===== config.mk =====
export PLATFORM = sky130hd
export DESIGN_NAME = tpc_timer
export DESIGN_NICKNAME = d
export VERILOG_FILES = /design/src/rtl/tpc_pkg.sv /design/src/rtl/tpc_timer.sv
export SDC_FILE = /design/constraint.sdc
export NUM_CORES = 1
export LEC_CHECK = 0
export ABC_CLOCK_PERIOD_IN_PS = 5960
export BUFFER_PORTS_ARGS = -buffer_cell sky130_fd_sc_hd__buf_2
export CAP_MARGIN = 40
export CORE_MARGIN = 1
export CORE_UTILIZATION = 64
export CTS_CLUSTER_DIAMETER = 50
export DETAILED_ROUTE_END_ITERATION = 10
export GPL_ROUTABILITY_DRIVEN = 0
export PLACE_DENSITY = 0.95
export SYNTH_ARGS = -nofsm -noshare
export SYNTH_HDL_FRONTEND = slang
export SYNTH_SLANG_ARGS = --single-unit

===== constraint.sdc =====
create_clock -name mclk -period 5.96 [get_ports mclk]
set_clock_uncertainty 0.1 [all_clocks]
set_input_delay 0.298 -clock mclk [delete_from_list [all_inputs] [get_ports mclk]]
set_output_delay 0.298 -clock mclk [all_outputs]
set_load 0.02 [all_outputs]

===== src/rtl/tpc_pkg.sv =====
// Package: constants and types for the two-phase counter and one-shot timer
package tpc_pkg;
    localparam int DATA_W = 16;
    localparam int ADDR_W = 8;
    localparam int STAT_W = 2;
    localparam int PRESC_W = 5;

    // Register byte offsets
    localparam logic [ADDR_W-1:0] TIMER_OFS = 8'h00;
    localparam logic [ADDR_W-1:0] CTRL_OFS = 8'h04;
    localparam logic [ADDR_W-1:0] STATUS_OFS = 8'h08;
    localparam logic [ADDR_W-1:0] MASK_OFS = 8'h0c;
    localparam logic [ADDR_W-1:0] STATE_OFS = 8'h10;

    // Status bit positions
    localparam int ST_WRAP_BIT = 0;
    localparam int ST_OS_BIT = 1;

    // Reset values
    localparam logic [DATA_W-1:0] TIMER_RST = 16'h0000;
    localparam logic [STAT_W-1:0] MASK_RST = 2'h0;
    localparam logic [STAT_W-1:0] STAT_RST = 2'h0;

    // Timer read value in one-shot mode
    localparam logic [DATA_W-1:0] OS_READ_VAL = 16'hffff;

    // Prescaler terminal counts
    localparam logic [2:0] DIV8_LAST = 3'h7;
    localparam logic [PRESC_W-1:0] DIV32_LAST = 5'h1f;

    typedef enum logic [1:0] {
        CSEL_DIV1,
        CSEL_DIV8,
        CSEL_DIV32,
        CSEL_SUB32
    } tpc_csel_t;

    typedef enum logic [1:0] {
        TSEL_SOFT,
        TSEL_PIN,
        TSEL_TIMER,
        TSEL_NONE
    } tpc_tsel_t;

    // Control register, bit 0 upward: start, os_start, one_shot, x4,
    // free_run, csel[1:0], tsel[1:0], pulse_out_en
    typedef struct packed {
        logic pulse_out_en;
        tpc_tsel_t tsel;
        tpc_csel_t csel;
        logic free_run;
        logic x4;
        logic one_shot;
        logic os_start;
        logic start;
    } tpc_ctrl_t;

    localparam int CTRL_W = $bits(tpc_ctrl_t);
    localparam logic [CTRL_W-1:0] CTRL_RST = 10'h000;

    typedef struct packed {
        logic wr;
        logic rd;
        logic [ADDR_W-1:0] addr;
        logic [DATA_W-1:0] wdata;
    } tpc_bus_req_t;
endpackage


===== src/rtl/tpc_timer.sv =====
// Two-phase event counter and retriggerable one-shot timer
`timescale 1ns/100ps
`default_nettype none

module tpc_timer #(
    parameter int CNT_W = 16
) (
    input wire logic mclk,
    input wire logic reset_n,
    input wire tpc_pkg::tpc_bus_req_t bus_req,
    output logic [tpc_pkg::DATA_W-1:0] bus_rdata,
    input wire logic phase_a_trigger_pin,
    input wire logic phase_b_pulse_pin_i,
    output logic phase_b_pulse_pin_o,
    output logic phase_b_pulse_pin_oe,
    input wire logic other_timer_ovf,
    input wire logic sub_clk,
    output logic irq
);
    import tpc_pkg::*;

    generate
        if (CNT_W < 2 || CNT_W > DATA_W) begin : g_bad_width
            $error("CNT_W must lie between 2 and DATA_W");
        end
    endgenerate

    typedef enum logic {
        OS_IDLE,
        OS_RUN
    } tpc_os_state_t;

    function automatic logic [DATA_W-1:0] to_data(logic [CNT_W-1:0] v);
        return DATA_W'(v);
    endfunction

    tpc_ctrl_t ctrl_reg;
    tpc_os_state_t os_state_reg, os_state_next;
    logic [CNT_W-1:0] cnt_reg;
    logic [CNT_W-1:0] reload_reg;
    logic [STAT_W-1:0] stat_reg, stat_next;
    logic [STAT_W-1:0] mask_reg;
    logic [PRESC_W-1:0] presc_reg;
    logic [PRESC_W-1:0] sub_div_reg;
    logic a_s1_reg, a_s2_reg, a_d_reg;
    logic b_s1_reg, b_s2_reg, b_d_reg;
    logic sub_s1_reg, sub_s2_reg, sub_d_reg;
    logic [DATA_W-1:0] rdata_reg;
    logic irq_reg;
    logic pin_o_reg, pin_oe_reg;

    logic wr_timer, wr_ctrl, wr_status, wr_mask;
    logic a_rise, a_fall, a_chg, b_chg, sub_rise;
    logic tp_active, step, up, tp_step, tp_wrap;
    logic tick, os_trig, os_done, os_load, os_dec, counting, cnt_le1;

    // Register decode
    always_comb begin
        wr_timer = bus_req.wr && bus_req.addr == TIMER_OFS;
        wr_ctrl = bus_req.wr && bus_req.addr == CTRL_OFS;
        wr_status = bus_req.wr && bus_req.addr == STATUS_OFS;
        wr_mask = bus_req.wr && bus_req.addr == MASK_OFS;
    end

    // Pin synchronisers
    always_ff @(posedge mclk or negedge reset_n) begin
        if (!reset_n) begin
            a_s1_reg <= 1'b0;
            a_s2_reg <= 1'b0;
            a_d_reg <= 1'b0;
            b_s1_reg <= 1'b0;
            b_s2_reg <= 1'b0;
            b_d_reg <= 1'b0;
            sub_s1_reg <= 1'b0;
            sub_s2_reg <= 1'b0;
            sub_d_reg <= 1'b0;
        end else begin
            a_s1_reg <= phase_a_trigger_pin;
            a_s2_reg <= a_s1_reg;
            a_d_reg <= a_s2_reg;
            b_s1_reg <= phase_b_pulse_pin_i;
            b_s2_reg <= b_s1_reg;
            b_d_reg <= b_s2_reg;
            sub_s1_reg <= sub_clk;
            sub_s2_reg <= sub_s1_reg;
            sub_d_reg <= sub_s2_reg;
        end
    end

    // Edge and phase decode
    always_comb begin
        a_rise = a_s2_reg & ~a_d_reg;
        a_fall = ~a_s2_reg & a_d_reg;
        a_chg = a_s2_reg ^ a_d_reg;
        b_chg = b_s2_reg ^ b_d_reg;
        sub_rise = sub_s2_reg & ~sub_d_reg;
        tp_active = ctrl_reg.start & ~ctrl_reg.one_shot;
        if (ctrl_reg.x4) begin
            step = a_chg ^ b_chg;
            up = a_d_reg ^ b_s2_reg;
        end else begin
            step = b_s2_reg & (a_rise | a_fall);
            up = a_rise;
        end
        tp_step = tp_active & step;
        tp_wrap = tp_step & (up ? &cnt_reg : ~|cnt_reg);
    end

    // Prescaler and count source select
    always_ff @(posedge mclk or negedge reset_n) begin
        if (!reset_n) begin
            presc_reg <= '0;
        end else begin
            presc_reg <= presc_reg + 1'b1;
        end
    end
    always_ff @(posedge mclk or negedge reset_n) begin
        if (!reset_n) begin
            sub_div_reg <= '0;
        end else if (sub_rise) begin
            sub_div_reg <= sub_div_reg + 1'b1;
        end
    end
    always_comb begin
        case (ctrl_reg.csel)
            CSEL_DIV1: tick = 1'b1;
            CSEL_DIV8: tick = presc_reg[2:0] == DIV8_LAST;
            CSEL_DIV32: tick = presc_reg == DIV32_LAST;
            CSEL_SUB32: tick = sub_rise && sub_div_reg == DIV32_LAST;
            default: tick = 1'b0;
        endcase
    end

    // One-shot trigger and sequencing
    always_comb begin
        os_trig = 1'b0;
        if (ctrl_reg.one_shot && ctrl_reg.start) begin
            case (ctrl_reg.tsel)
                TSEL_PIN: os_trig = a_rise;
                TSEL_TIMER: os_trig = other_timer_ovf;
                default: os_trig = 1'b0;
            endcase
            if (wr_ctrl && bus_req.wdata[1]) begin
                os_trig = 1'b1;
            end
        end
        cnt_le1 = ~|cnt_reg[CNT_W-1:1];
        os_done = os_state_reg == OS_RUN && ctrl_reg.one_shot &&
                  ctrl_reg.start && !os_trig && tick && cnt_le1;
        os_load = os_trig | os_done;
        os_dec = os_state_reg == OS_RUN && ctrl_reg.one_shot &&
                 ctrl_reg.start && tick && !os_load;
        os_state_next = os_state_reg;
        case (os_state_reg)
            OS_IDLE: begin
                if (os_trig) begin
                    os_state_next = OS_RUN;
                end
            end
            OS_RUN: begin
                if (!ctrl_reg.start || !ctrl_reg.one_shot) begin
                    os_state_next = OS_IDLE;
                end else if (os_done) begin
                    os_state_next = OS_IDLE;
                end
            end
            default: os_state_next = OS_IDLE;
        endcase
        counting = ctrl_reg.one_shot ? os_state_reg == OS_RUN
                                     : ctrl_reg.start;
    end

    always_ff @(posedge mclk or negedge reset_n) begin
        if (!reset_n) begin
            os_state_reg <= OS_IDLE;
        end else begin
            os_state_reg <= os_state_next;
        end
    end
    // Control register
    always_ff @(posedge mclk or negedge reset_n) begin
        if (!reset_n) begin
            ctrl_reg <= CTRL_RST;
        end else if (wr_ctrl) begin
            ctrl_reg <= bus_req.wdata[CTRL_W-1:0];
            ctrl_reg.os_start <= 1'b0;
        end
    end

    // Reload register
    always_ff @(posedge mclk or negedge reset_n) begin
        if (!reset_n) begin
            reload_reg <= TIMER_RST[CNT_W-1:0];
        end else if (wr_timer) begin
            reload_reg <= bus_req.wdata[CNT_W-1:0];
        end
    end
    // Counter
    always_ff @(posedge mclk or negedge reset_n) begin
        if (!reset_n) begin
            cnt_reg <= TIMER_RST[CNT_W-1:0];
        end else if (wr_timer && !counting) begin
            cnt_reg <= bus_req.wdata[CNT_W-1:0];
        end else if (tp_step) begin
            if (tp_wrap && !ctrl_reg.free_run) begin
                cnt_reg <= reload_reg;
            end else if (up) begin
                cnt_reg <= cnt_reg + 1'b1;
            end else begin
                cnt_reg <= cnt_reg - 1'b1;
            end
        end else if (os_load) begin
            cnt_reg <= reload_reg;
        end else if (os_dec) begin
            cnt_reg <= cnt_reg - 1'b1;
        end
    end

    // Status, mask and interrupt
    always_comb begin
        stat_next = stat_reg & ~(wr_status ? bus_req.wdata[STAT_W-1:0] : '0);
        stat_next[ST_WRAP_BIT] = stat_next[ST_WRAP_BIT] | tp_wrap;
        stat_next[ST_OS_BIT] = stat_next[ST_OS_BIT] | os_done;
    end

    always_ff @(posedge mclk or negedge reset_n) begin
        if (!reset_n) begin
            stat_reg <= STAT_RST;
        end else begin
            stat_reg <= stat_next;
        end
    end
    always_ff @(posedge mclk or negedge reset_n) begin
        if (!reset_n) begin
            mask_reg <= MASK_RST;
        end else if (wr_mask) begin
            mask_reg <= bus_req.wdata[STAT_W-1:0];
        end
    end
    always_ff @(posedge mclk or negedge reset_n) begin
        if (!reset_n) begin
            irq_reg <= 1'b0;
        end else begin
            irq_reg <= |(stat_next & mask_reg);
        end
    end
    // Read data
    always_ff @(posedge mclk or negedge reset_n) begin
        if (!reset_n) begin
            rdata_reg <= '0;
        end else if (bus_req.rd) begin
            case (bus_req.addr)
                TIMER_OFS: begin
                    if (ctrl_reg.one_shot) begin
                        rdata_reg <= OS_READ_VAL;
                    end else begin
                        rdata_reg <= to_data(cnt_reg);
                    end
                end
                CTRL_OFS: rdata_reg <= DATA_W'(ctrl_reg);
                STATUS_OFS: rdata_reg <= DATA_W'(stat_reg);
                MASK_OFS: rdata_reg <= DATA_W'(mask_reg);
                STATE_OFS: rdata_reg <= DATA_W'({b_s2_reg, a_s2_reg,
                                                 counting});
                default: rdata_reg <= '0;
            endcase
        end else begin
            rdata_reg <= '0;
        end
    end

    // Phase B pin drive
    always_ff @(posedge mclk or negedge reset_n) begin
        if (!reset_n) begin
            pin_oe_reg <= 1'b0;
            pin_o_reg <= 1'b0;
        end else begin
            pin_oe_reg <= ctrl_reg.one_shot & ctrl_reg.pulse_out_en;
            pin_o_reg <= ctrl_reg.one_shot & ctrl_reg.pulse_out_en &
                         (os_state_next == OS_RUN);
        end
    end
    assign bus_rdata = rdata_reg;
    assign irq = irq_reg;
    assign phase_b_pulse_pin_o = pin_o_reg;
    assign phase_b_pulse_pin_oe = pin_oe_reg;
endmodule // tpc_timer

`default_nettype wire


After elaboration in Yosys (flattened, before gate mapping)
Index checks and enable logic that the tools add are counted.
{"block": "word_totals", "reg_bits": 84, "output_inout_bits": 19, "word_cells": 122}
{"block": "classes", "n_bitwise": 25, "eq_ne": 12, "mux": 22, "reduce_logical": 32, "add_sub_neg": 4}
{"cell": "16-bit 2-to-1 mux", "n": 8}
{"cell": "16-bit one-hot mux with 5 select lines", "n": 1}
{"cell": "16-bit by 1-bit adder with 16-bit output, second input constant", "n": 1}
{"cell": "8-bit by 4-bit equality test with 1-bit output, second input constant", "n": 2}
{"cell": "1-bit logical AND", "n": 16}
{"cell": "16-bit AND reduction", "n": 1}
{"cell": "16-bit OR reduction", "n": 1}
{"cell": "16-bit by 1-bit subtractor with 16-bit output, second input constant", "n": 1}
{"cell": "15-bit OR reduction", "n": 1}
{"cell": "5-bit by 1-bit adder with 5-bit output, second input constant", "n": 2}
{"cell": "5-bit equality test, second input constant", "n": 2}
{"cell": "1-bit bitwise AND", "n": 9}
{"cell": "1-bit 2-to-1 mux", "n": 9}
{"cell": "8-bit by 3-bit equality test with 1-bit output, second input constant", "n": 1}
{"cell": "8-bit by 5-bit equality test with 1-bit output, second input constant", "n": 1}
{"cell": "1-bit zero test", "n": 8}
{"cell": "8-bit zero test", "n": 1}
{"cell": "2-bit equality test, second input constant", "n": 3}
{"cell": "1-bit NOT", "n": 5}
{"cell": "2-bit bitwise AND", "n": 2}
{"cell": "2-bit by 1-bit equality test with 1-bit output, second input constant", "n": 2}
{"cell": "1-bit bitwise OR", "n": 4}
{"cell": "1-bit one-hot mux with 2 select lines", "n": 2}
{"cell": "1-bit one-hot mux with 4 select lines", "n": 1}
{"cell": "other kinds (8)", "n": 11}

Depth between registers and ports, before layout
{"block": "logic_depth", "depth_word": 16, "depth_mapped": 11}

Worst setup path after synthesis
No wires, ideal clock.
{"block": "synth_path", "path_kind": "flip-flop to flip-flop", "start": "register a_s2_reg", "end": "register cnt_reg[15]", "stages_incl_launch_ff": 9, "synth_period_minus_slack_ns": 2.421, "path_slack_ns": 3.539, "arrival_time_ns": 2.193, "cell_sequence": "dfrtp_1 > ha_1 > or4b_4 > a31o_1 > buf_6 > o211a_4 > or2_4 > o221ai_2 > a21oi_1"}
{"block": "synth_between", "elab_chain_cells": 12, "elab_cells_between_ends": 29}
{"item": "from (decl)", "line": "tpc_timer.sv:45", "text": "logic a_s1_reg, a_s2_reg, a_d_reg;"}
{"item": "from (signal assigned)", "line": "tpc_timer.sv:79", "text": "a_s2_reg <= a_s1_reg;"}
{"item": "1-bit bitwise AND", "line": "tpc_timer.sv:92", "text": "a_rise = a_s2_reg & ~a_d_reg;"}
{"item": "1-bit one-hot mux with 2 select lines", "line": "tpc_timer.sv:138", "text": "case (ctrl_reg.tsel)"}
{"item": "1-bit 2-to-1 mux", "line": "tpc_timer.sv:143", "text": "if (wr_ctrl && bus_req.wdata[1]) begin"}
{"item": "1-bit 2-to-1 mux", "line": "tpc_timer.sv:137", "text": "if (ctrl_reg.one_shot && ctrl_reg.start) begin"}
{"item": "1-bit zero test", "line": "tpc_timer.sv:149", "text": "ctrl_reg.start && !os_trig && tick && cnt_le1;"}
{"item": "1-bit logical AND (3 in a row)", "line": "tpc_timer.sv:149"}
{"item": "1-bit bitwise OR", "line": "tpc_timer.sv:150", "text": "os_load = os_trig | os_done;"}
{"item": "16-bit 2-to-1 mux or 1-bit zero test (tied branches)", "line": "tpc_timer.sv:212, tpc_timer.sv:152"}
{"item": "16-bit 2-to-1 mux or 1-bit logical AND (tied branches)", "line": "tpc_timer.sv:204, tpc_timer.sv:152"}
{"item": "16-bit 2-to-1 mux or 4-bit nonzero test (tied branches)"}
{"item": "to (signal assigned)", "line": "tpc_timer.sv:203", "text": "cnt_reg <= bus_req.wdata[CNT_W-1:0];"}
{"item": "to (signal assigned)", "line": "tpc_timer.sv:206", "text": "cnt_reg <= reload_reg;"}
{"item": "to (signal assigned)", "line": "tpc_timer.sv:213", "text": "cnt_reg <= reload_reg;"}
{"item": "to (decl)", "line": "tpc_timer.sv:39", "text": "logic [CNT_W-1:0] cnt_reg;"}
Parallel ways exist; a longest one is shown, timed or not.
A chain may end at the register's enable or synchronous reset.

Worst setup path after layout
{"block": "layout_path", "start": "register ctrl_reg[2] in the netlist's numbering", "end": "register cnt_reg[0]"}
{"block": "layout_between", "elab_chain_cells": 10, "elab_cells_between_ends": 25}
{"item": "from (decl)", "line": "tpc_timer.sv:37", "text": "tpc_ctrl_t ctrl_reg;"}
{"item": "from (signal assigned)", "line": "tpc_timer.sv:185", "text": "ctrl_reg <= bus_req.wdata[CTRL_W-1:0];"}
{"item": "1-bit logical AND", "line": "tpc_timer.sv:137"}
{"item": "1-bit 2-to-1 mux", "line": "tpc_timer.sv:137"}
{"item": "1-bit zero test", "line": "tpc_timer.sv:149"}
{"item": "1-bit logical AND (3 in a row)", "line": "tpc_timer.sv:149"}
{"item": "1-bit bitwise OR", "line": "tpc_timer.sv:150"}
{"item": "16-bit 2-to-1 mux or 1-bit zero test (tied branches)", "line": "tpc_timer.sv:212, tpc_timer.sv:152"}
{"item": "16-bit 2-to-1 mux or 1-bit logical AND (tied branches)", "line": "tpc_timer.sv:204, tpc_timer.sv:152"}
{"item": "16-bit 2-to-1 mux or 4-bit nonzero test (tied branches)"}
Parallel ways exist; a longest one is shown, timed or not.

==> metrics.yaml <==
nets: 556
r2r_start: "ctrl_reg[2]"
slowest_stage: "dfrtp_1"
num_vias: 4110
status: "finished clean"
synth_common_cells: "dfrtp_1 (84), nand2_1 (46), nor2_1 (36), mux2_2 (31), o21ai_0 (25)"
avgSynthCellArea_um2: 10.10
final_hold_viol_count: 0
synth_top_cell_by_area: "dfrtp_1"
postCtsHoldBufs: 4
grtUsageTotal_pct: 32.71
cts_max_path_buffers: 2
dp.cells: 597
fin_crit_sh_pct: 50.20
layout_min_cycle_time_ps: 2992
firstDrtPassIters: 5
clock_sinks: 84
ys_seq_area_share_pct: 43.43
antenna_cells: 0
die-area_um2: 7914
max_stage_delay_ps: 840
end_kind: "flip-flop"
wl_um: 11870
drc: 0
detail-route-antenna-nets: 0
rows: 31
wl_per_cell_um: 19.24
grt_start_max_net_pins: 48
die_width_um: 88.96
worstHoldStart: "bus_req[12]"
insertion_delay_ps: 360
cts_buffers: 9
grt_setup_unrepaired: "false"
netlist-cell-type-count: 67
min_path_cells: 2
r2r_end: "cnt_reg[0]"
synth_seq_cells: 84
synth_top_area_share_pct: 43.43
postSynthCellCount: 479
power_leakage_nw: 2.359
combPwrFrac_pct: 21.9
yosysMostFrequentCell: "dfrtp_1"
syn_to_final_growth_pct: 9.333
setup_violations: 0
drt_iter0_drc: 493
p_clk_share_pct: 27.6
grt_overflow: 0
crit_type: "reg -> reg"
top_layer_used: "met4"
path_cells: "nand2_1 > nor4_1 > a21oi_2 > o21ai_2 > nor2_1 > a2111oi_0 > a211oi_1"
vdd_drop_max_mv: 0.3420
worst-path-buf-inv: 0
antenna_found_initial: 0
worstRegToRegCells: 7
syn-cell-area_um2: 4840
max_freq_mhz: 334.2
power.density_nw_per_um2: 285.8
fin_setup_tns_ps: 0
synth_edf_count: 0
nFillCells: 505
h-tree-depth: 3
regToRegSetupSlack_ps: 2970
wl_met3_um: 1069
critPathMaxFanout: 23
hold_path.class: "in -> reg"
grt_pass1_wl_um: 19380
crit_arrival_ps: 3120
grt_pass1_vias: 4065
worstMarginPinSlew_ps: 816.4
cts-root-buf: "clkbuf_8"
dr_wl_met2_um: 5584
postCtsResizedCells: 0
viasPerCell: 6.661
cp-start-kind: "flip-flop"
power_frac_seq_pct: 50.5
core_area_um2: 7292
die_h_um: 88.96
clk_pin_slew_ps: 90
initial_core_util_pct: 66.37
internal_power_mw: 0.9907
slew_violations: 0
cp-startpoint: "ctrl_reg[2]"
async_flop_share_pct: 100.0
yosys_most_used_dff: "dfrtp_1"
crit_family: "compound AO/OA/AOI/OAI gates"
drive_gt1_share_pct: 23.94
p_sw_share_pct: 34.49
synthesis.nets: 522
drv_cap: 0
holdPathEnd: "reload_reg[12]"
io_pins: 51
slew_headroom_pct: 45.15
synthTopCellsByArea: "dfrtp_1 (43%), mux2_2 (7.2%), xnor2_1 (3.6%)"
wl_met1_um: 4587
critPathRequiredTime_ps: 6080
io_buffers: 50
yosysWarnings: 0
post_cts_buffers: 0
power.switching_mw: 0.5217
final_cells: 617
hpwl_um: 8145
tritoncts: "done"
cell type report:
cell class,count,area (µm²),area share (%)
timing repair buffer,57,335.3,6.337
multi-input combinational,350,2490,47.06
tap,99,123.9,2.341
sequential,84,2102,39.73
inverter,11,41.29,0.7803
clock inverter,6,71.32,1.348
clock buffer,10,127.6,2.412
worst register-to-register path, cell delays in order, from the launching register on:
cell	delay, ps
dfrtp_1	840
nand2_1	210
nor4_1	400
a21oi_2	210
o21ai_2	340
nor2_1	80
a2111oi_0	560
a211oi_1	100
cell usage in the layout (no fill, tap or decap), types with 12 or more instances in the layout:
| master | Yosys | layout |
|---|---|---|
| xnor2_1 | 20 | 20 |
| nand3_1 | 15 | 15 |
| o21ai_0 | 25 | 25 |
| xor2_1 | 15 | 15 |
| o22ai_1 | 12 | 12 |
| mux2_2 | 31 | 31 |
| dfrtp_1 | 84 | 84 |
| nand2_1 | 46 | 46 |
| buf_2 | 15 | 49 |
| nor2_1 | 36 | 36 |
power groups by stage:
stage,Combinational [mW],Sequential [mW],Clock [mW]
3_3_place_gp,0.297,0.763,0
4_1_cts,0.328,0.756,0.421
3_5_place_dp,0.322,0.767,0
2_1_floorplan,0.339,0.672,0
6_report,0.331,0.764,0.418
5_1_grt,0.364,0.773,0.445
cells by family (layout without fill, tap and decap cells):
group / after synthesis / in the layout / synth area share (%)
multiplexers: 43 / 43 / 9.772
AND/OR/NAND/NOR: 164 / 164 / 18.54
buffers and inverters: 45 / 84 / 5.119
flip-flops: 84 / 84 / 43.43
AO/OA/AOI/OAI: 97 / 97 / 13.96
XOR/XNOR: 35 / 35 / 6.334
adder cells (fa/ha/maj): 11 / 11 / 2.844
worst max path at each step:
| stage | end | slack, ps | cells after the start |
|---|---|---|---|
| finish | cnt_reg[0] | 2970 | 7 |
| global route | cnt_reg[0] | 2710 | 7 |
| CTS | cnt_reg[2] | 3070 | 7 |
| detailed placement | cnt_reg[2] | 2980 | 8 |
| global placement | cnt_reg[2] | 3130 | 8 |
| floorplan | cnt_reg[15] | 3540 | 8 |
metrics by stage:
stage / util [%] / power [mW] / instance area, µm² / hold slack, ps / setup slack, ps
2_1_floorplan: - / 1.011 / 4840 / -97.59 / 3539
3_3_place_gp: 68.91 / 1.060 / 5025 / 231.8 / 3132
3_5_place_dp: 69.29 / 1.089 / 5052 / 194.3 / 2980
4_1_cts: 72.56 / 1.505 / 5291 / 66.35 / 3072
5_1_grt: 72.56 / 1.581 / 5291 / 71.63 / 2713
6_report: 72.56 / 1.512 / 5291 / 76.39 / 2968
per-layer routing:
metal	vias to the layer above	global-route usage, %
li1	1782	-
met1	1975	39.77
met5	-	0
met3	74	8.495
met4	0	21.50
met2	279	51.82
(Power assumes the default switching activity.)
